**src/gpmx_pkg.sv**
```systemverilog
// constants and carrier types for the gpio port function multiplexer
package gpmx_pkg;

  // port widths, port c keeps eight logic bits but six pads
  localparam int GPMX_PA_W = 8;
  localparam int GPMX_PB_W = 8;
  localparam int GPMX_PC_W = 8;
  localparam int GPMX_PC_PINS = 6;
  localparam int GPMX_PD_W = 4;
  localparam int GPMX_PC_BIT [0:5] = '{0, 1, 2, 4, 5, 6};

  // function registers: 1 = peripheral, 0 = gpio
  localparam logic [7:0] GPMX_FN_A_RST = 8'h80;
  localparam logic [7:0] GPMX_FN_B_RST = 8'h00;
  localparam logic [7:0] GPMX_FN_C_RST = 8'hFF;
  localparam logic [3:0] GPMX_FN_D_RST = 4'hF;

  // index of each port in the function write strobe
  localparam int GPMX_FN_WR_A = 0;
  localparam int GPMX_FN_WR_B = 1;
  localparam int GPMX_FN_WR_C = 2;
  localparam int GPMX_FN_WR_D = 3;

  // peripheral select register layout
  localparam int GPMX_PS_W = 16;
  localparam logic [15:0] GPMX_PS_RST = 16'h0000;
  localparam int GPMX_PS_A4 = 0;
  localparam int GPMX_PS_A5 = 2;
  localparam int GPMX_PS_B0 = 4;

  // select codes, three-way pins
  localparam logic [1:0] GPMX_SEL_PWM = 2'h0;
  localparam logic [1:0] GPMX_SEL_FAULT = 2'h1;
  localparam logic [1:0] GPMX_SEL_TMR = 2'h2;
  // select codes, two-way pins
  localparam logic [1:0] GPMX_SEL_FIRST = 2'h0;
  localparam logic [1:0] GPMX_SEL_SECOND = 2'h1;
  localparam logic [1:0] GPMX_SEL_NONE = 2'h2;

  localparam int GPMX_ALT_N = 3;

  typedef struct packed {
    logic dout;
    logic oe;
  } gpmx_drv_s;

  localparam gpmx_drv_s GPMX_DRV_OFF = '{dout: 1'b0, oe: 1'b0};

  typedef struct packed {
    logic [7:0] gpio_a;
    logic [7:0] gpio_b;
    logic [7:0] gpio_c;
    logic [3:0] gpio_d;
    logic [3:0] fault;
    logic [3:0] tmr;
    logic [3:0] spi;
    logic i2c_scl;
    logic i2c_sda;
    logic sci_rxd;
    logic ext_clk;
    logic ext_rst_n;
    logic [2:0] jtag;
  } gpmx_pin_in_s;

  localparam gpmx_pin_in_s GPMX_PIN_IN_RST = '{gpio_a: 8'h00, gpio_b: 8'h00,
    gpio_c: 8'h00, gpio_d: 4'h0, fault: 4'h0, tmr: 4'h0, spi: 4'h0,
    i2c_scl: 1'b1, i2c_sda: 1'b1, sci_rxd: 1'b1, ext_clk: 1'b0,
    ext_rst_n: 1'b1, jtag: 3'h0};

endpackage : gpmx_pkg

```
**src/gpmx_reg.sv**
```systemverilog
// loadable register with constant reset value
module gpmx_reg #(
  parameter int W = 8,
  parameter logic [W-1:0] RST = '0
) (
  // clock and reset
  input wire logic i_core_clk,
  input wire logic i_rst,
  // load
  input wire logic i_ld,
  input wire logic [W-1:0] i_d,
  // value
  output logic [W-1:0] o_q
);

  always_ff @(posedge i_core_clk or posedge i_rst) begin
    if (i_rst) begin
      o_q <= RST;
    end else if (i_ld) begin
      o_q <= i_d;
    end
  end

endmodule : gpmx_reg

```
**src/gpmx_pin_cell.sv**
```systemverilog
// one pad: gpio or one of n alternate drivers, registered
module gpmx_pin_cell #(
  parameter int N = 3,
  parameter int SW = 2
) (
  // clock and reset
  input wire logic i_core_clk,
  input wire logic i_rst,
  // candidates
  input wire gpmx_pkg::gpmx_drv_s i_gpio,
  input wire gpmx_pkg::gpmx_drv_s [N-1:0] i_alt,
  input wire logic [SW-1:0] i_sel,
  input wire logic i_alt_mode,
  // pad drive
  output gpmx_pkg::gpmx_drv_s o_pad
);
  import gpmx_pkg::*;

  // out of range codes fall back to released pad
  wire gpmx_drv_s alt_pick = (32'(i_sel) < N) ? i_alt[i_sel] : GPMX_DRV_OFF;
  // gpio mode ignores peripheral drive entirely
  wire gpmx_drv_s nxt = i_alt_mode ? alt_pick : i_gpio;

  always_ff @(posedge i_core_clk or posedge i_rst) begin
    if (i_rst) begin
      o_pad <= GPMX_DRV_OFF;
    end else begin
      o_pad <= nxt;
    end
  end

endmodule : gpmx_pin_cell

```
**src/gpmx_top.sv**
```systemverilog
// chip-level pin function multiplexer for gpio ports a to d
module gpmx_top (
  // clock and reset
  input wire logic i_core_clk,
  input wire logic i_rst,
  // pads
  input wire logic [7:0] i_pad_a,
  input wire logic [7:0] i_pad_b,
  input wire logic [5:0] i_pad_c,
  input wire logic [3:0] i_pad_d,
  output gpmx_pkg::gpmx_drv_s [7:0] o_pad_a,
  output gpmx_pkg::gpmx_drv_s [7:0] o_pad_b,
  output gpmx_pkg::gpmx_drv_s [5:0] o_pad_c,
  output gpmx_pkg::gpmx_drv_s [3:0] o_pad_d,
  // gpio port logic
  input wire gpmx_pkg::gpmx_drv_s [7:0] i_gpio_a,
  input wire gpmx_pkg::gpmx_drv_s [7:0] i_gpio_b,
  input wire gpmx_pkg::gpmx_drv_s [7:0] i_gpio_c,
  input wire gpmx_pkg::gpmx_drv_s [3:0] i_gpio_d,
  input wire logic [3:0] i_fn_wr,
  input wire logic [7:0] i_fn_wdata,
  output logic [7:0] o_fn_a,
  output logic [7:0] o_fn_b,
  output logic [7:0] o_fn_c,
  output logic [3:0] o_fn_d,
  // system integration select register
  input wire logic i_psel_wr,
  input wire logic [15:0] i_psel_wdata,
  output logic [15:0] o_psel,
  // clock generator module
  input wire logic i_pll_ext_clk_en,
  // peripheral drivers
  input wire gpmx_pkg::gpmx_drv_s [5:0] i_pwm_drv,
  input wire gpmx_pkg::gpmx_drv_s [3:0] i_tmr_drv,
  input wire gpmx_pkg::gpmx_drv_s [3:0] i_spi_drv,
  input wire gpmx_pkg::gpmx_drv_s i_i2c_scl_drv,
  input wire gpmx_pkg::gpmx_drv_s i_i2c_sda_drv,
  input wire gpmx_pkg::gpmx_drv_s i_sci_txd_drv,
  input wire gpmx_pkg::gpmx_drv_s i_clko_drv,
  input wire gpmx_pkg::gpmx_drv_s i_tdo_drv,
  // pad values to gpio and peripherals
  output gpmx_pkg::gpmx_pin_in_s o_pin_in
);
  import gpmx_pkg::*;

  logic [7:0] fn_a;
  logic [7:0] fn_b;
  logic [7:0] fn_c;
  logic [3:0] fn_d;
  logic [15:0] psel_r;

  // function registers, loaded by the gpio port logic
  gpmx_reg #(.W(8), .RST(GPMX_FN_A_RST)) u_fn_a (
    .i_core_clk(i_core_clk),
    .i_rst(i_rst),
    .i_ld(i_fn_wr[GPMX_FN_WR_A]),
    .i_d(i_fn_wdata),
    .o_q(fn_a)
  );
  gpmx_reg #(.W(8), .RST(GPMX_FN_B_RST)) u_fn_b (
    .i_core_clk(i_core_clk),
    .i_rst(i_rst),
    .i_ld(i_fn_wr[GPMX_FN_WR_B]),
    .i_d(i_fn_wdata),
    .o_q(fn_b)
  );
  gpmx_reg #(.W(8), .RST(GPMX_FN_C_RST)) u_fn_c (
    .i_core_clk(i_core_clk),
    .i_rst(i_rst),
    .i_ld(i_fn_wr[GPMX_FN_WR_C]),
    .i_d(i_fn_wdata),
    .o_q(fn_c)
  );
  gpmx_reg #(.W(4), .RST(GPMX_FN_D_RST)) u_fn_d (
    .i_core_clk(i_core_clk),
    .i_rst(i_rst),
    .i_ld(i_fn_wr[GPMX_FN_WR_D]),
    .i_d(i_fn_wdata[3:0]),
    .o_q(fn_d)
  );

  // default selects are all zero, so each shared pin starts on its first alternate function
  gpmx_reg #(.W(GPMX_PS_W), .RST(GPMX_PS_RST)) u_psel (
    .i_core_clk(i_core_clk),
    .i_rst(i_rst),
    .i_ld(i_psel_wr),
    .i_d(i_psel_wdata),
    .o_q(psel_r)
  );

  assign o_fn_a = fn_a;
  assign o_fn_b = fn_b;
  assign o_fn_c = fn_c;
  assign o_fn_d = fn_d;
  assign o_psel = psel_r;

  // select fields
  wire logic [1:0] sel_a4 = psel_r[GPMX_PS_A4 +: 2];
  wire logic [1:0] sel_a5 = psel_r[GPMX_PS_A5 +: 2];
  wire logic [7:0] sel_b = psel_r[GPMX_PS_B0 +: 8];

  // alternate driver tables, entry index is the select code
  gpmx_drv_s [2:0] alt_a [8];
  gpmx_drv_s [2:0] alt_b [8];
  logic [1:0] sel_a [8];
  logic [1:0] sel_bx [8];
  logic [7:0] mode_b;

  assign alt_a[0] = {GPMX_DRV_OFF, GPMX_DRV_OFF, i_pwm_drv[0]};
  assign alt_a[1] = {GPMX_DRV_OFF, GPMX_DRV_OFF, i_pwm_drv[1]};
  assign alt_a[2] = {GPMX_DRV_OFF, GPMX_DRV_OFF, i_pwm_drv[2]};
  assign alt_a[3] = {GPMX_DRV_OFF, GPMX_DRV_OFF, i_pwm_drv[3]};
  assign alt_a[4] = {i_tmr_drv[2], GPMX_DRV_OFF, i_pwm_drv[4]};
  assign alt_a[5] = {i_tmr_drv[3], GPMX_DRV_OFF, i_pwm_drv[5]};
  // fault and reset pins are inputs only
  assign alt_a[6] = {GPMX_DRV_OFF, GPMX_DRV_OFF, GPMX_DRV_OFF};
  assign alt_a[7] = {GPMX_DRV_OFF, GPMX_DRV_OFF, GPMX_DRV_OFF};

  assign alt_b[0] = {GPMX_DRV_OFF, i_i2c_scl_drv, i_spi_drv[0]};
  assign alt_b[1] = {GPMX_DRV_OFF, i_i2c_sda_drv, i_spi_drv[1]};
  assign alt_b[2] = {GPMX_DRV_OFF, i_tmr_drv[2], i_spi_drv[2]};
  assign alt_b[3] = {GPMX_DRV_OFF, i_tmr_drv[3], i_spi_drv[3]};
  assign alt_b[4] = {GPMX_DRV_OFF, i_clko_drv, i_tmr_drv[0]};
  assign alt_b[5] = {GPMX_DRV_OFF, GPMX_DRV_OFF, i_tmr_drv[1]};
  assign alt_b[6] = {GPMX_DRV_OFF, i_i2c_sda_drv, GPMX_DRV_OFF};
  assign alt_b[7] = {GPMX_DRV_OFF, i_i2c_scl_drv, i_sci_txd_drv};

  assign sel_a[0] = GPMX_SEL_FIRST;
  assign sel_a[1] = GPMX_SEL_FIRST;
  assign sel_a[2] = GPMX_SEL_FIRST;
  assign sel_a[3] = GPMX_SEL_FIRST;
  assign sel_a[4] = sel_a4;
  assign sel_a[5] = sel_a5;
  assign sel_a[6] = GPMX_SEL_FIRST;
  assign sel_a[7] = GPMX_SEL_FIRST;

  // external clock takes b6 over and releases it, whatever the select says
  wire logic ext_clk_on = i_pll_ext_clk_en;

  genvar gi;
  generate
    for (gi = 0; gi < GPMX_PB_W; gi++) begin : g_bsel
      if (gi == 6) begin : g_b6
        assign sel_bx[gi] = ext_clk_on ? GPMX_SEL_NONE : {1'b0, sel_b[gi]};
        assign mode_b[gi] = fn_b[gi] | ext_clk_on;
      end else begin : g_bn
        assign sel_bx[gi] = {1'b0, sel_b[gi]};
        assign mode_b[gi] = fn_b[gi];
      end
    end

    for (gi = 0; gi < GPMX_PA_W; gi++) begin : g_pa
      gpmx_pin_cell #(.N(GPMX_ALT_N), .SW(2)) u_cell (
        .i_core_clk(i_core_clk),
        .i_rst(i_rst),
        .i_gpio(i_gpio_a[gi]),
        .i_alt(alt_a[gi]),
        .i_sel(sel_a[gi]),
        .i_alt_mode(fn_a[gi]),
        .o_pad(o_pad_a[gi])
      );
    end

    for (gi = 0; gi < GPMX_PB_W; gi++) begin : g_pb
      gpmx_pin_cell #(.N(GPMX_ALT_N), .SW(2)) u_cell (
        .i_core_clk(i_core_clk),
        .i_rst(i_rst),
        .i_gpio(i_gpio_b[gi]),
        .i_alt(alt_b[gi]),
        .i_sel(sel_bx[gi]),
        .i_alt_mode(mode_b[gi]),
        .o_pad(o_pad_b[gi])
      );
    end

    // only bonded bits get a pad cell; bits three and seven stay logic only
    for (gi = 0; gi < GPMX_PC_PINS; gi++) begin : g_pc
      gpmx_pin_cell #(.N(1), .SW(1)) u_cell (
        .i_core_clk(i_core_clk),
        .i_rst(i_rst),
        .i_gpio(i_gpio_c[GPMX_PC_BIT[gi]]),
        .i_alt(GPMX_DRV_OFF),
        .i_sel(1'b0),
        .i_alt_mode(fn_c[GPMX_PC_BIT[gi]]),
        .o_pad(o_pad_c[gi])
      );
    end

    for (gi = 0; gi < GPMX_PD_W; gi++) begin : g_pd
      gpmx_pin_cell #(.N(1), .SW(1)) u_cell (
        .i_core_clk(i_core_clk),
        .i_rst(i_rst),
        .i_gpio(i_gpio_d[gi]),
        .i_alt((gi == 1) ? i_tdo_drv : GPMX_DRV_OFF),
        .i_sel(1'b0),
        .i_alt_mode(fn_d[gi]),
        .o_pad(o_pad_d[gi])
      );
    end
  endgenerate

  // port c read-back, unbonded bits read zero
  logic [7:0] pc_in;
  assign pc_in = {1'b0, i_pad_c[5:3], 1'b0, i_pad_c[2:0]};

  // input routing follows the select and the external clock enable, not the gpio mode; only the a7 reset follows fn_a[7]
  wire logic a4_fault = (sel_a4 == GPMX_SEL_FAULT);
  wire logic a4_tmr = (sel_a4 == GPMX_SEL_TMR);
  wire logic a5_fault = (sel_a5 == GPMX_SEL_FAULT);
  wire logic a5_tmr = (sel_a5 == GPMX_SEL_TMR);

  gpmx_pin_in_s pin_in_nxt;

  assign pin_in_nxt.gpio_a = i_pad_a;
  assign pin_in_nxt.gpio_b = i_pad_b;
  assign pin_in_nxt.gpio_c = pc_in;
  assign pin_in_nxt.gpio_d = i_pad_d;
  assign pin_in_nxt.fault[0] = i_pad_a[6];
  assign pin_in_nxt.fault[1] = a4_fault & i_pad_a[4];
  assign pin_in_nxt.fault[2] = a5_fault & i_pad_a[5];
  assign pin_in_nxt.fault[3] = sel_b[5] & i_pad_b[5];
  assign pin_in_nxt.tmr[0] = ~sel_b[4] & i_pad_b[4];
  assign pin_in_nxt.tmr[1] = ~sel_b[5] & i_pad_b[5];
  // a timer channel mapped on two pins prefers port a
  assign pin_in_nxt.tmr[2] = a4_tmr ? i_pad_a[4] : (sel_b[2] & i_pad_b[2]);
  assign pin_in_nxt.tmr[3] = a5_tmr ? i_pad_a[5] : (sel_b[3] & i_pad_b[3]);
  assign pin_in_nxt.spi = ~sel_b[3:0] & i_pad_b[3:0];
  // idle level of the bus lines is high
  assign pin_in_nxt.i2c_scl = sel_b[0] ? i_pad_b[0] : (sel_b[7] ? i_pad_b[7] : 1'b1);
  assign pin_in_nxt.i2c_sda = sel_b[1] ? i_pad_b[1] : (sel_b[6] ? i_pad_b[6] : 1'b1);
  assign pin_in_nxt.sci_rxd = (!ext_clk_on && !sel_b[6]) ? i_pad_b[6] : 1'b1;
  assign pin_in_nxt.ext_clk = ext_clk_on & i_pad_b[6];
  // a7 asserts reset only while it holds the reset function
  assign pin_in_nxt.ext_rst_n = fn_a[7] ? i_pad_a[7] : 1'b1;
  assign pin_in_nxt.jtag = {i_pad_d[3], i_pad_d[2], i_pad_d[0]};

  gpmx_reg #(.W($bits(gpmx_pin_in_s)), .RST(GPMX_PIN_IN_RST)) u_pin_in (
    .i_core_clk(i_core_clk),
    .i_rst(i_rst),
    .i_ld(1'b1),
    .i_d(pin_in_nxt),
    .o_q(o_pin_in)
  );

endmodule : gpmx_top

```
**config.mk**
```make
export PLATFORM = sky130hd
export DESIGN_NAME = gpmx_top
export DESIGN_NICKNAME = d
export VERILOG_FILES = /design/src/gpmx_pkg.sv /design/src/gpmx_reg.sv /design/src/gpmx_pin_cell.sv /design/src/gpmx_top.sv
export SDC_FILE = /design/constraint.sdc
export NUM_CORES = 1
export LEC_CHECK = 0
export ABC_AREA = 1
export ABC_CLOCK_PERIOD_IN_PS = 9600
export BUFFER_PORTS_ARGS = -buffer_cell sky130_fd_sc_hd__buf_2
export CAP_MARGIN = 20
export CORE_AREA = 2 2 116 118
export DETAILED_ROUTE_END_ITERATION = 8
export DIE_AREA = 0 0 118 120
export GPL_TIMING_DRIVEN = 0
export PLACE_DENSITY_LB_ADDON = 0.2
export SYNTH_ARGS = -nofsm -noshare
export SYNTH_HDL_FRONTEND = slang
export SYNTH_SLANG_ARGS = --single-unit
```
**constraint.sdc**
```tcl
create_clock -name i_core_clk -period 9.6 [get_ports i_core_clk]
set_clock_uncertainty 0.05 [all_clocks]
set_input_delay 0.96 -clock i_core_clk [delete_from_list [all_inputs] [get_ports i_core_clk]]
set_output_delay 0.96 -clock i_core_clk [all_outputs]
set_load 0.05 [all_outputs]
```
-- Word level (Yosys, flattened, before mapping)
Cells that the tools add are included.
- reductions and logical operators: 3
- magnitude comparators: 20
- multiplexer cells: 65
- bitwise operators: 13
- equality and inequality tests: 4
- operator list (cell ; count):
    2-bit two-way mux ; 54
    1-bit by 3-bit less-than comparator with 1-bit output (second input constant) ; 7
    1-bit by 2-bit less-than comparator with 1-bit output (second input constant) ; 7
    2-bit binary-select mux with 2-bit select ; 3
    2-bit by 3-bit less-than comparator with 1-bit output (second input constant) ; 3
    1-bit bitwise AND ; 8
    1-bit two-way mux ; 8
    2-bit less-than comparator (second input constant) ; 3
    4-bit bitwise AND ; 1
    2-bit by 1-bit equality test with 1-bit output (second input constant) ; 2
    2-bit equality test (second input constant) ; 2
    4-bit inverter ; 1
    1-bit zero test ; 2
    1-bit inverter ; 2
    1-bit logical AND ; 1
    1-bit OR ; 1
- word-level logic and storage cells: 163
- output and inout bits: 144
- bits in registers: 142
- input bits: 152

-- Depth between registers and ports, before layout
Gate-level depths: netlist of run 1.
- depth after elaboration: 5
- depth in mapped cells: 4
- depth with buffers taken out: 4

-- Hierarchy
Synthesis of run 1 repeated with hierarchy kept, for this count alone.
- cell total of the unflattened synthesis: 913
- area total of the unflattened synthesis: 6715.2 sq um
- modules (own cells, without submodules) (module ; area each (sq um) ; times used ; cells an instance):
    gpmx_pin_cell at g_pa[0].u_cell ... ; 130.1 ; 16 ; 22
    gpmx_reg at u_pin_in ; 1814.2 ; 1 ; 204
    gpmx_pin_cell at g_pc[0].u_cell ... ; 86.3 ; 10 ; 11
    gpmx_reg at u_psel ; 648.1 ; 1 ; 69
    gpmx_reg at u_fn_c ; 319.1 ; 1 ; 35
    gpmx_reg at u_fn_a ; 310.3 ; 1 ; 35
    gpmx_reg at u_fn_b ; 309.0 ; 1 ; 35
    gpmx_top ; 211.5 ; 1 ; 55
    gpmx_reg at u_fn_d ; 157.7 ; 1 ; 18

-- Worst setup path after synthesis of run 1
Ideal clock, no wire load.
- path type: reg-to-output
- start: register u_pin_in.o_q[20]
- end: output o_pin_in[20] (netlist bit)
- data arrival time: 0.886 ns
- required time: 8.590 ns
- path slack: 7.704 ns
- stages on the path, launching flop included: 2
- cell sequence: dfrtp_1 -> buf_4
- RTL lines (item ; RTL line ; source):
    from (decl) ; gpmx_reg.sv:13 ; output logic [W-1:0] o_q
    from (signal assigned) ; gpmx_reg.sv:20 ; o_q <= i_d;
    to (decl) ; gpmx_top.sv:42 ; output gpmx_pkg::gpmx_pin_in_s o_pin_in
No word-level cell between the ends.

-- Worst setup path in the final report of run 1
- start: register u_fn_d.o_q[3]
- end: output o_fn_d[3]
- RTL lines (item ; RTL line ; source):
    from (decl) ; gpmx_reg.sv:13 ;
    from (signal assigned) ; gpmx_reg.sv:20 ;
    to (decl) ; gpmx_top.sv:25 ; output logic [3:0] o_fn_d,
No word-level cell between the ends.

==> metrics.md, run 1 <==
| Metric | Value |
|---|---|
| Result of the run | `complete, no violations` |
| Die Span X | `118 um` |
| Effective utilization at floorplan | `40.41%` |
| Detailed-route vias per instance | `4.352` |
| Worst Path Class, Setup | `reg -> out` |
| Detail Route Antenna Nets | `0` |
| Slew HR | `63.44%` |
| Synth warnings | `0` |
| Largest area contributor in the netlist | `sky130_fd_sc_hd__dfrtp_1` |
| Distinct cell type count of the synthesized netlist | `13` |
| Total of endpoints with negative setup slack in the final report | `0` |
| Netlist area before placement | `5245 sq um` |
| Die area | `14160 sq um` |
| Combinational family with the most area after synthesis | `simple AND/OR/NAND/NOR gates` |
| Maximum number of pins on one net before global-route repair | `78` |
| Die boundary height | `120 um` |
| Post-synth top area share | `57.73%` |
| Post-synthesis sequential element count | `138` |
| TritonCTS clock tree | `done` |
| Post-route DRC violation count | `0` |
| Tot GR Track Use | `20.48%` |
| Hold violation total from the final report | `0` |
| Worst path arrival time | `1.33 ns` |
| Total detailed-routing wirelength | `14100 um` |
| Number of antenna cells inserted | `0` |
| Fraction of layout cells with a size suffix above 1 | `43.92%` |
| Cell count after placement | `1007` |
| Total of max-cap violations | `0` |
| Layout net count | `1002` |
| Post-synth EDFFs | `0` |
| Hold Path Class | `reg -> reg` |
| Share of async-settable or async-resettable flops after synthesis | `100.0%` |
| Leftover overflow at the end of global routing | `0` |
| Leading post-synthesis cells by cell area | `sky130_fd_sc_hd__dfrtp_1, sky130_fd_sc_hd__nand2_1, sky130_fd_sc_hd__dfstp_2, sky130_fd_sc_hd__inv_1, sky130_fd_sc_hd__o21ai_0` |
| Avg WL per Cell | `13.57 um` |
| First-pass DRT Iterations | `4` |
| Fin crit share | `24.35%` |
| Root buf cell | `sky130_fd_sc_hd__clkbuf_16` |
| Simple-gate share of the synthesized area | `15.74%` |
| DRC marker count from the first detailed-route iteration | `92` |
| Sequential area share after synthesis | `66.25%` |
| Number of max-slew violations in the final report | `0` |
| Min Tclk post-route | `2.338 ns` |
| Initial antenna violation count | `0` |
| Number of global-route vias before repair | `4563` |
| Core Area | `12980 sq um` |
| Number of buffers inserted by post-CTS setup repair | `0` |
| Setup repair after global routing missed its margin | `no` |
| CTS Hold Buffers Added | `0` |
| Total number of placement rows | `42` |
| Clock transition time at the flip-flop clock pins of the worst setup and hold paths | `0.06 ns` |
| Worst IR Drop VDD | `0.1055 mV` |
| Worst Hold Path Cells | `2` |
| Share of cell area taken by muxes after synthesis | `0%` |
| Count of instances resized after the clock tree is built | `0` |
| Most frequent cell after synthesis | `sky130_fd_sc_hd__nand2_1` |
| Share of the synthesized area in compound gates (AO/OA/AOI/OAI) | `4.914%` |
| Stage delay of the slowest cell on the critical path | `0.55 ns` |
| Max frequency | `427.7 MHz` |
| Cells on worst reg2reg path | `2` |
| Leading cell types by count after synthesis | `sky130_fd_sc_hd__nand2_1, sky130_fd_sc_hd__dfrtp_1, sky130_fd_sc_hd__inv_1` |
| Total negative slack for setup checks | `0 ns` |
| Mapped Cells | `540` |
| HPWL after DPL | `10940 um` |
| Cell type of the slowest stage on the worst timing path | `sky130_fd_sc_hd__dfstp_2` |
| Number of I/O port buffers | `289` |
| Dominant synthesized flop cell | `sky130_fd_sc_hd__dfrtp_1` |
| H-tree depth | `4` |
| Element type at the critical path start | `flip-flop` |
| Pwr per Cell Area | `223.4 nW/um^2` |
| List of cells traversed by the critical path | `buf_4 -> buf_2` |
| Worst skew pair latency | `0.41 ns` |
| Post-Synthesis Mean Instance Area | `9.713 sq um` |
| Routability-driven placement congestion ratio | `0.8221` |
| Final non-filler cell total | `1039` |
| Crit. End Element | `primary output` |
| Pleak | `4.429 nW` |
| Critical Path Fanout Max | `4` |
| CTS Sinks | `138` |
| CTS max path bufs | `2` |
| Total vias in the final route | `4522` |
| Worst-margin pin slew | `0.5480 ns` |
| Worst Path Required | `8.59 ns` |
| Number of ports placed on the die boundary | `296` |
| First-pass GRT wire length | `22400 um` |
| TritonCTS buffer count | `17` |
| Share of the synthesized netlist area taken by xor and xnor gates | `0%` |
| Area overhead of the layout relative to synthesis | `44.11%` |
| Arithmetic-cell share of the synthesized area counting full adders, half adders and majority gates | `0%` |
report_power, final:
part	switching [mW]	internal [mW]	total (mW)
logic	0.271	0.0927	0.363
clock network	0.247	0.417	0.664
registers	0.0258	0.635	0.661
total	0.543	1.15	1.69
routing by layer:
layer  GRT usage [%]  wire, um  up-vias
met5               0         0        -
met4           9.488       367        0
met3           5.894       881       27
met2           36.08      7462      167
met1           22.96      5388     2134
li1                -         -     2194
state kept, by name, indices dropped and copies added (netlist names):
signal and cells:
g_pa.u_cell.o_pad 16, g_pb.u_cell.o_pad 16, g_pc.u_cell.o_pad 12, g_pd.u_cell.o_pad 8, u_fn_a.o_q 8, u_fn_b.o_q 8, u_fn_c.o_q 8, u_fn_d.o_q 4
u_pin_in.o_q 42, u_psel.o_q 16
cell families after synthesis:
family	count (synthesis)
AO/OA/AOI/OAI	50
buffers and inverters	139
flip-flops	138
other	1
AND/OR/NAND/NOR	212
stage by stage:
step | worst slack, ns | area [sq um] | utilization, % | total power [mW] | hold WS (ns)
after detailed placement | 7.645 | 6948 | 53.53 | 1.037 | 0.4234
after global routing | 7.208 | 7559 | 58.23 | 1.761 | 0.4667
final | 7.262 | 7559 | 58.23 | 1.689 | 0.4266
after floorplan | 4.922 | 5249 | - | 0.9260 | 0.3930
after CTS | 7.241 | 7559 | 58.23 | 1.708 | 0.4323
after global placement | 3.478 | 6915 | 53.28 | 1.029 | 0.4069
layout by cell type (no fill, tap or decap), drive strengths merged:
cell | synthesis | final
buf | 37 | 327
clkbuf | 0 | 19
bufinv | 0 | 3
nand2 | 155 | 155
dfrtp | 121 | 121
dfstp | 17 | 17
clkinv | 0 | 6
nand3 | 18 | 18
nor2 | 36 | 36
clkinvlp | 0 | 2
conb | 1 | 2
or2 | 1 | 1
nand4 | 2 | 2
inv | 102 | 104
o21ai | 50 | 50
path summary, 6_finish.rpt:
check,startpoint,endpoint,slack (ns)
max,u_fn_d.o_q[3],o_fn_d[3],7.26
min,u_fn_c.o_q[3],u_fn_c.o_q[3],0.43
max reg2reg,u_fn_a.o_q[7],u_pin_in.o_q[3],8.60
min reg2reg,u_fn_c.o_q[3],u_fn_c.o_q[3],0.43
max in group asynchronous,i_rst,u_pin_in.o_q[5],8.15
min in group asynchronous,i_rst,u_pin_in.o_q[25],0.57
cell type report:
cell class                 count  area, sq um
buffer                        37        300.3
clock buffer                  19        442.9
clock inverter                13        167.7
fill                        1158         5421
inverter                     102        387.9
multi-input combinational    264         1091
sequential                   138         3475
tap                          176        220.2
timing repair buffer         290         1474
worst max-delay path, delay by kind of cell (launching register included):
kind / cells / cell delay, ns
buffers and inverters: 2 / 0.36
flip-flops: 1 / 0.55
Note: power is estimated with default switching activity, not from simulation.
==> run 2, diff against run 1 <==
- ABC_CLOCK_PERIOD_IN_PS: 9600 -> 2150
- CORE_AREA: 2 2 116 118 -> default
- CORE_ASPECT_RATIO: default -> 0.75
- CORE_UTILIZATION: default -> 40
- DIE_AREA: 0 0 118 120 -> default
- clock period: 9.6 -> 2.15 ns (I/O delays scaled with it)
==> run 2 against run 1 <==
Net effect:
- routed wire length rose by 15%
- largest power group is now sequential cells
- critical endpoint is now o_fn_c[4]
- power rose to 4.5 times the previous value
- global-route usage rose by 3.3 points
- sequential share of layout area fell by 5.9 points
- register-to-register slack got worse by 7.9 ns
- first-iteration DRC count rose by 89%
- largest cell class unchanged
- via count rose by 12%
- die area fell by 4.1%
==> metrics.md, run 2 (synthesized netlist as in run 1, its figures left out) <==
| Metric | Value |
|---|---|
| Final Core Density | `69.16% (was 58.23%)` |
| TritonCTS buffer count | `17 (unchanged)` |
| CTS Hold Buffers Added | `110 (was 0)` |
| Number of flip-flops under the largest register name | `42 (unchanged)` |
| Total number of placement rows | `35 (was 42)` |
| Worst IR Drop VDD | `0.5550 mV (was 0.1055 mV)` |
| Number of global-route vias before repair | `5122 (was 4563)` |
| Die area | `13580 sq um (was 14160 sq um)` |
| Max frequency | `623.1 MHz` |
| Hold Path Class | `in -> reg (was reg -> reg)` |
| Clock transition time at the flip-flop clock pins of the worst setup and hold paths | `0.06 ns (about the same)` |
| Leftover overflow at the end of global routing | `0 (unchanged)` |
| Layout net count | `1114 (was 1002)` |
| Register bank with the most flops | `u_pin_in.o_q (unchanged)` |
| Min Tclk post-route | `1.605 ns` |
| CTS max path bufs | `2 (unchanged)` |
| Worst Path Required | `1.88 ns (was 8.59 ns)` |
| Total cell area at the placement stage | `6974 sq um (was 6948 sq um)` |
| Worst Path Class, Setup | `reg -> out (unchanged)` |
| Count of instances resized after the clock tree is built | `0 (unchanged)` |
| Element type at the critical path start | `flip-flop (unchanged)` |
| Initial antenna violation count | `0 (unchanged)` |
| Root buf cell | `sky130_fd_sc_hd__clkbuf_16 (unchanged)` |
| Commonest non-fill, non-tap cells in the layout | `sky130_fd_sc_hd__buf_2, sky130_fd_sc_hd__nand2_1, sky130_fd_sc_hd__dfrtp_1 (unchanged)` |
| Avg WL per Cell | `14.16 um (was 13.57 um)` |
| Die Span X | `134.2 um (was 118 um)` |
| Routability-driven placement congestion ratio | `0.8512 (was 0.8221)` |
| Stage delay of the slowest cell on the critical path | `0.58 ns (was 0.55 ns)` |
| H-tree depth | `4 (unchanged)` |
| Worst skew pair latency | `0.40 ns (was 0.41 ns)` |
| Detailed-route vias per instance | `4.422 (was 4.352)` |
| Pleak | `4.892 nW (was 4.429 nW)` |
| Total of endpoints with negative setup slack in the final report | `0 (unchanged)` |
| Worst path arrival time | `1.34 ns (was 1.33 ns)` |
| List of cells traversed by the critical path | `buf_4 -> buf_2 (unchanged)` |
| Detail Route Antenna Nets | `0 (unchanged)` |
| Result of the run | `complete, no violations (unchanged)` |
| Total vias in the final route | `5045 (was 4522)` |
| Crit. End Element | `primary output (unchanged)` |
| Worst-margin pin slew | `0.8688 ns (was 0.5480 ns)` |
| Slew HR | `41.96% (was 63.44%)` |
| Cell type of the slowest stage on the worst timing path | `sky130_fd_sc_hd__dfstp_2 (unchanged)` |
| Number of buffers inserted by post-CTS setup repair | `0 (unchanged)` |
| Tot GR Track Use | `23.82% (was 20.48%)` |
| Total of max-cap violations | `0 (unchanged)` |
| Number of I/O port buffers | `289 (unchanged)` |
| Number of ports placed on the die boundary | `296 (unchanged)` |
| Filler cells | `936 (was 1158)` |
| Fin crit share | `74.64%` |
| Fraction of layout cells with a size suffix above 1 | `39.08% (was 43.92%)` |
| Hold violation total from the final report | `0 (unchanged)` |
| Number of antenna cells inserted | `0 (unchanged)` |
| CTS Sinks | `138 (unchanged)` |
| DRC marker count from the first detailed-route iteration | `174 (was 92)` |
| Most frequent standard cell in the layout excluding fill and tap cells | `sky130_fd_sc_hd__buf_2 (unchanged)` |
| Maximum number of pins on one net before global-route repair | `41 (was 78)` |
| Setup repair after global routing missed its margin | `no (unchanged)` |
| Die boundary height | `101.2 um (was 120 um)` |
| Area overhead of the layout relative to synthesis | `65.15% (was 44.11%)` |
| HPWL after DPL | `10850 um (was 10940 um)` |
| First-pass GRT wire length | `24590 um (was 22400 um)` |
| TritonCTS clock tree | `done (unchanged)` |
| Number of max-slew violations in the final report | `0 (unchanged)` |
| Flop2flop setup slack | `0.70 ns (was 8.60 ns)` |
| Core Area | `12520 sq um (was 12980 sq um)` |
| Post-route DRC violation count | `0 (unchanged)` |
| Total detailed-routing wirelength | `16150 um (was 14100 um)` |
| Sum of buffers and inverters on the critical path | `2 (unchanged)` |
| Critical Path Fanout Max | `4 (unchanged)` |
| Top cell family by delay on the critical path | `flip-flops (unchanged)` |
| Effective utilization at floorplan | `41.88% (was 40.41%)` |
| Pwr per Cell Area | `886.3 nW/um^2 (was 223.4 nW/um^2)` |
| Cell area after layout | `8662 sq um (was 7559 sq um)` |
| Total negative slack for setup checks | `0 ns (unchanged)` |
| First-pass DRT Iterations | `4 (unchanged)` |
==> run 2: cell count changes in the layout (fill, tap and decap cells not counted), sizes merged <==
cell,delta
clkbuf,-1
clkinv,-5
buf,+2
bufinv,-1
inv,+5
clkinvlp,+2
dlygate4sd3,+110
==> run 2: where the power goes <==
part	leakage, nW	switching [mW]	internal [mW]
registers	1.65	0.121	2.84
logic	2.96	1.26	0.566
clock network	0.280	1.16	1.74
total	4.89	2.54	5.14
==> run 2: final cells by class <==
| cell class | instances | area [sq um] | share of cell area, % |
|---|---|---|---|
| multi-input cells | 264 | 1091 | 12.60 |
| inverters | 102 | 386.6 | 4.463 |
| repair buffers | 402 | 2615 | 30.19 |
| clock buffers | 18 | 429.2 | 4.955 |
| flip-flops and latches | 138 | 3475 | 40.11 |
| well taps | 166 | 207.7 | 2.398 |
| clock inverters | 14 | 157.7 | 1.820 |
| plain buffers | 37 | 300.3 | 3.467 |
==> run 2: final timing paths <==
| check | from | to | depth (start not counted) |
|---|---|---|---|
| hold reg to reg | u_fn_c.o_q[7] | u_fn_c.o_q[7] | 2 |
| setup reg to reg | u_fn_d.o_q[1] | g_pd[1].u_cell.o_pad[1] | 4 |
| max in group asynchronous | i_rst | u_fn_d.o_q[1] | 5 |
| setup / recovery | u_fn_c.o_q[4] | o_fn_c[4] | 2 |
| hold / removal | i_fn_wdata[2] | u_fn_d.o_q[2] | 3 |
| min in group asynchronous | i_rst | u_pin_in.o_q[22] | 3 |
==> run 2: routing by layer <==
metal | share of wire, % | vias up | wire [um] | track usage [%]
met4 | 2.0 | 0 | 327 | 8.729
li1 | - | 2424 | - | -
met1 | 39 | 2360 | 6249 | 26.69
met3 | 7.5 | 31 | 1214 | 6.807
met5 | 0 | - | 0 | 0
met2 | 52 | 230 | 8361 | 43.60
==> run 2: worst register-to-register path: stages, from the launching register on <==
cell	delay (ns)
sky130_fd_sc_hd__dfstp_2	0.56
sky130_fd_sc_hd__inv_1	0.07
sky130_fd_sc_hd__nand2_1	0.07
sky130_fd_sc_hd__nand2_1	0.04
sky130_fd_sc_hd__dlygate4sd3_1	0.55
==> run 2: metrics by stage <==
step | hold WS [ns] | total power, mW | instances | worst slack (ns)
finish | 0.01490 | 7.677 | 1141 | 0.5452
floorplan | 0.1964 | 4.136 | 541 | 0.1778
detailed placement | 0.2743 | 4.640 | 999 | 0.6339
global route | 0.002499 | 7.995 | 1141 | 0.4107
CTS | 0.007175 | 7.731 | 1141 | 0.5189
global placement | 0.2729 | 4.600 | 996 | -0.6375
==> run 3, diff against run 2 <==
- ABC_AREA: 1 -> 0
- ABC_CLOCK_PERIOD_IN_PS: 2150 -> 1600
- CORE_AREA: default -> 2 2 114 116
- CORE_ASPECT_RATIO: 0.75 -> default
- CORE_UTILIZATION: 40 -> default
- DIE_AREA: default -> 0 0 116 118
- clock period: 2.15 -> 1.6 ns (I/O delays scaled with it)
==> run 3 against run 2 <==
Net effect:
- die area grew 0.80%
- highest routed layer unchanged
- clock-buffer cell count rose by 7
- register-to-register slack lost 0.62 ns
- critical path depth unchanged
- clock power grew 28%
- non-clock buffer count increased by 15
- first-iteration DRC count increased by 6.9%
- synthesized cell count down 37%
==> metrics.md, run 3 <==
| Metric | Value |
|---|---|
| Post-route DRC violation count | `0 (unchanged)` |
| Worst Path Required | `1.39 ns (was 1.88 ns)` |
| CTS Sinks | `138 (unchanged)` |
| Core Area | `12410 sq um (was 12520 sq um)` |
| Fraction of layout cells with a size suffix above 1 | `54.11% (was 39.08%)` |
| Number of antenna cells inserted | `0 (unchanged)` |
| Total number of placement rows | `41 (was 35)` |
| Effective utilization at floorplan | `40.94% (was 41.88%)` |
| Setup repair after global routing missed its margin | `no (unchanged)` |
| Result of the run | `complete, no violations (unchanged)` |
| Sequential area share after synthesis | `68.37% (was 66.25%)` |
| HPWL after DPL | `9326 um (was 10850 um)` |
| Post-synth EDFFs | `0 (unchanged)` |
| Netlist area before placement | `5082 sq um (was 5245 sq um)` |
| CTS max path bufs | `2 (unchanged)` |
| TritonCTS buffer count | `17 (unchanged)` |
| Synth warnings | `0 (unchanged)` |
| Flop2flop setup slack | `0.08 ns (was 0.70 ns)` |
| Register bank with the most flops | `u_pin_in.o_q (unchanged)` |
| Die boundary height | `118 um (was 101.2 um)` |
| Element type at the critical path start | `flip-flop (unchanged)` |
| Mapped Cells | `340 (was 540)` |
| Max frequency | `647.7 MHz` |
| Number of max-slew violations in the final report | `0 (unchanged)` |
| DRC marker count from the first detailed-route iteration | `186 (was 174)` |
| Detail Route Antenna Nets | `0 (unchanged)` |
| First-pass DRT Iterations | `4 (unchanged)` |
| Min Tclk post-route | `1.544 ns` |
| Number of ports placed on the die boundary | `296 (unchanged)` |
| Leading post-synthesis cells by cell area | `sky130_fd_sc_hd__dfrtp_1, sky130_fd_sc_hd__mux2_2, sky130_fd_sc_hd__dfstp_2, sky130_fd_sc_hd__buf_4, sky130_fd_sc_hd__nor2b_1 (was sky130_fd_sc_hd__dfrtp_1, sky130_fd_sc_hd__nand2_1, sky130_fd_sc_hd__dfstp_2, sky130_fd_sc_hd__inv_1, sky130_fd_sc_hd__o21ai_0)` |
| Most frequent cell after synthesis | `sky130_fd_sc_hd__dfrtp_1 (was sky130_fd_sc_hd__nand2_1)` |
| Cells on worst reg2reg path | `2 (was 4)` |
| Routability-driven placement congestion ratio | `0.7796 (was 0.8512)` |
| Leading cell types by count after synthesis | `sky130_fd_sc_hd__dfrtp_1, sky130_fd_sc_hd__mux2_2, sky130_fd_sc_hd__nor2b_1 (was sky130_fd_sc_hd__nand2_1, sky130_fd_sc_hd__dfrtp_1, sky130_fd_sc_hd__inv_1)` |
| Total of endpoints with negative setup slack in the final report | `0 (unchanged)` |
| Total cell area at the placement stage | `6792 sq um (was 6974 sq um)` |
| First-pass GRT wire length | `23070 um (was 24590 um)` |
| Worst Path Class, Setup | `reg -> out (unchanged)` |
| Worst Hold Path Cells | `3 (unchanged)` |
| Area overhead of the layout relative to synthesis | `70.51% (was 65.15%)` |
| Tot GR Track Use | `22.18% (was 23.82%)` |
| Most frequent standard cell in the layout excluding fill and tap cells | `sky130_fd_sc_hd__buf_2 (unchanged)` |
| Worst reg2reg startpoint | `u_fn_a.o_q[2] (was u_fn_d.o_q[1])` |
| Total of max-cap violations | `0 (unchanged)` |
| Post-synth top area share | `59.58% (was 57.73%)` |
| Post-Place Setup Slack | `0.4673 ns (was 0.6339 ns)` |
| Pleak | `4.386 nW (was 4.892 nW)` |
| Cell area after layout | `8666 sq um (was 8662 sq um)` |
| Post-Synthesis Mean Instance Area | `14.95 sq um (was 9.713 sq um)` |
| Worst hold slack | `0.01302 ns (was 0.01490 ns)` |
| Total detailed-routing wirelength | `14920 um (was 16150 um)` |
| Die Span X | `116 um (was 134.2 um)` |
| Avg WL per Cell | `15.49 um (was 14.16 um)` |
| Root buf cell | `sky130_fd_sc_hd__clkbuf_16 (unchanged)` |
| Fin crit share | `96.50%` |
| Critical Path Fanout Max | `4 (unchanged)` |
| Clock transition time at the flip-flop clock pins of the worst setup and hold paths | `0.06 ns (about the same)` |
| Endpoint of the lowest-slack register-to-register path | `g_pa[2].u_cell.o_pad[1] (was g_pd[1].u_cell.o_pad[1])` |
| Leftover overflow at the end of global routing | `0 (unchanged)` |
| Die area | `13690 sq um (was 13580 sq um)` |
| Number of I/O port buffers | `285 (was 289)` |
| Final WS setup | `0.05600 ns (was 0.5452 ns)` |
| H-tree depth | `4 (unchanged)` |
| Worst path arrival time | `1.33 ns (was 1.34 ns)` |
| Crit. End Element | `primary output (unchanged)` |
| Largest area contributor in the netlist | `sky130_fd_sc_hd__dfrtp_1 (unchanged)` |
| Post-synthesis sequential element count | `138 (unchanged)` |
| Detailed-route vias per instance | `4.429 (was 4.422)` |
| Dominant synthesized flop cell | `sky130_fd_sc_hd__dfrtp_1 (unchanged)` |
| Commonest non-fill, non-tap cells in the layout | `sky130_fd_sc_hd__buf_2, sky130_fd_sc_hd__dlygate4sd3_1, sky130_fd_sc_hd__dfrtp_1 (was sky130_fd_sc_hd__buf_2, sky130_fd_sc_hd__nand2_1, sky130_fd_sc_hd__dfrtp_1)` |
| Worst skew pair latency | `0.41 ns (was 0.40 ns)` |
| Distinct cell type count of the synthesized netlist | `23 (was 13)` |
| Hold Path Class | `in -> reg (unchanged)` |
| Number of global-route vias before repair | `4600 (was 5122)` |
| Pwr per Cell Area | `1190 nW/um^2 (was 886.3 nW/um^2)` |
| TritonCTS clock tree | `done (unchanged)` |
| Maximum number of pins on one net before global-route repair | `44 (was 41)` |
| Number of flip-flops under the largest register name | `42 (unchanged)` |
| Total power consumption of the routed design | `10.31 mW (was 7.677 mW)` |
| Share of async-settable or async-resettable flops after synthesis | `100.0% (unchanged)` |
| Worst min-delay path startpoint | `i_spi_drv[5] (was i_fn_wdata[2])` |
| Total vias in the final route | `4265 (was 5045)` |
| Layout net count | `930 (was 1114)` |
| Hold violation total from the final report | `0 (unchanged)` |
| Worst IR Drop VDD | `0.7958 mV (was 0.5550 mV)` |
| Initial antenna violation count | `0 (unchanged)` |
| Endpoint of the worst hold path | `g_pb[2].u_cell.o_pad[1] (was u_fn_d.o_q[2])` |
[run 3: changes by cell type after synthesis, moves of 5 or more]
| cell | before | now |
|---|---|---|
| sky130_fd_sc_hd__a21oi_1 | 0 | 16 |
| sky130_fd_sc_hd__buf_6 | 6 | 1 |
| sky130_fd_sc_hd__inv_1 | 102 | 7 |
| sky130_fd_sc_hd__mux2_2 | 0 | 44 |
| sky130_fd_sc_hd__mux2_4 | 0 | 10 |
| sky130_fd_sc_hd__mux2i_1 | 0 | 16 |
| sky130_fd_sc_hd__nand2_1 | 155 | 2 |
| sky130_fd_sc_hd__nand2b_1 | 0 | 5 |
| sky130_fd_sc_hd__nand3_1 | 18 | 2 |
| sky130_fd_sc_hd__nor2_1 | 36 | 14 |
| sky130_fd_sc_hd__nor2b_1 | 0 | 32 |
| sky130_fd_sc_hd__o21ai_0 | 48 | 4 |
[run 3: where the power goes]
part	switching (mW)	internal [mW]
sequential	0.216	3.83
combinational	1.64	0.932
clock	1.36	2.33
[run 3: logic make-up after synthesis]
kind of cell,count (synthesis),synth area share [%]
other,1,0.07378
AO/OA/AOI/OAI,24,2.462
multiplexers,70,15.85
flip-flops,138,68.37
buffers and inverters,43,6.007
AND/OR/NAND/NOR,64,7.238
[run 3: final cells by class]
type / count / area, sq um
Clock inverter: 7 / 63.81
Multi-Input combinational cell: 160 / 1306
Sequential cell: 138 / 3478
Inverter: 7 / 30.03
Tap cell: 172 / 215.2
Buffer: 36 / 279.0
Fill cell: 880 / 3749
Clock buffer: 25 / 505.5
Timing Repair Buffer: 418 / 2788
[run 3: how the worst max path moves through the flow]
stage	startpoint	to	slack [ns]
after floorplan	i_rst	g_pa[0].u_cell.o_pad[0]	-0.32
after global placement	i_rst	u_psel.o_q[13]	-1.12
after detailed placement	i_rst	u_pin_in.o_q[6]	0.47
after CTS	u_fn_c.o_q[5]	o_fn_c[5]	0.04
after global routing	u_fn_d.o_q[0]	o_fn_d[0]	0.01
final	u_fn_d.o_q[0]	o_fn_d[0]	0.06
[run 3: per-stage QoR]
step	util, %	setup TNS (ns)	cells
after floorplan	-	-38.39	341
after global placement	54.22	-142.72	798
after detailed placement	54.71	0	801
after CTS	69.77	0	963
after global routing	69.80	0	963
final	69.80	0	963
[run 3: metal layers]
layer  global-route usage, %  up-vias  wire length (um)
met2                   40.46      167              8237
met5                       0        -                 0
met4                   10.57        0               395
met1                   23.36     2080              5508
li1                        -     1985                 -
met3                   5.613       33               774
[run 3: worst max-delay path, stage by stage (launching register included)]
cell                      delay [ns]
sky130_fd_sc_hd__dfstp_2        0.56
sky130_fd_sc_hd__buf_4          0.11
sky130_fd_sc_hd__buf_2          0.25
[run 3: what timing repair did]
item | 4_1_cts | 5_1_grt
setup buffers | 0 | 0
gates resized for setup | 0 | 3
setup endpoints to repair | 0 | 4
hold buffers | 130 | 0
hold endpoints to repair | 149 | 0
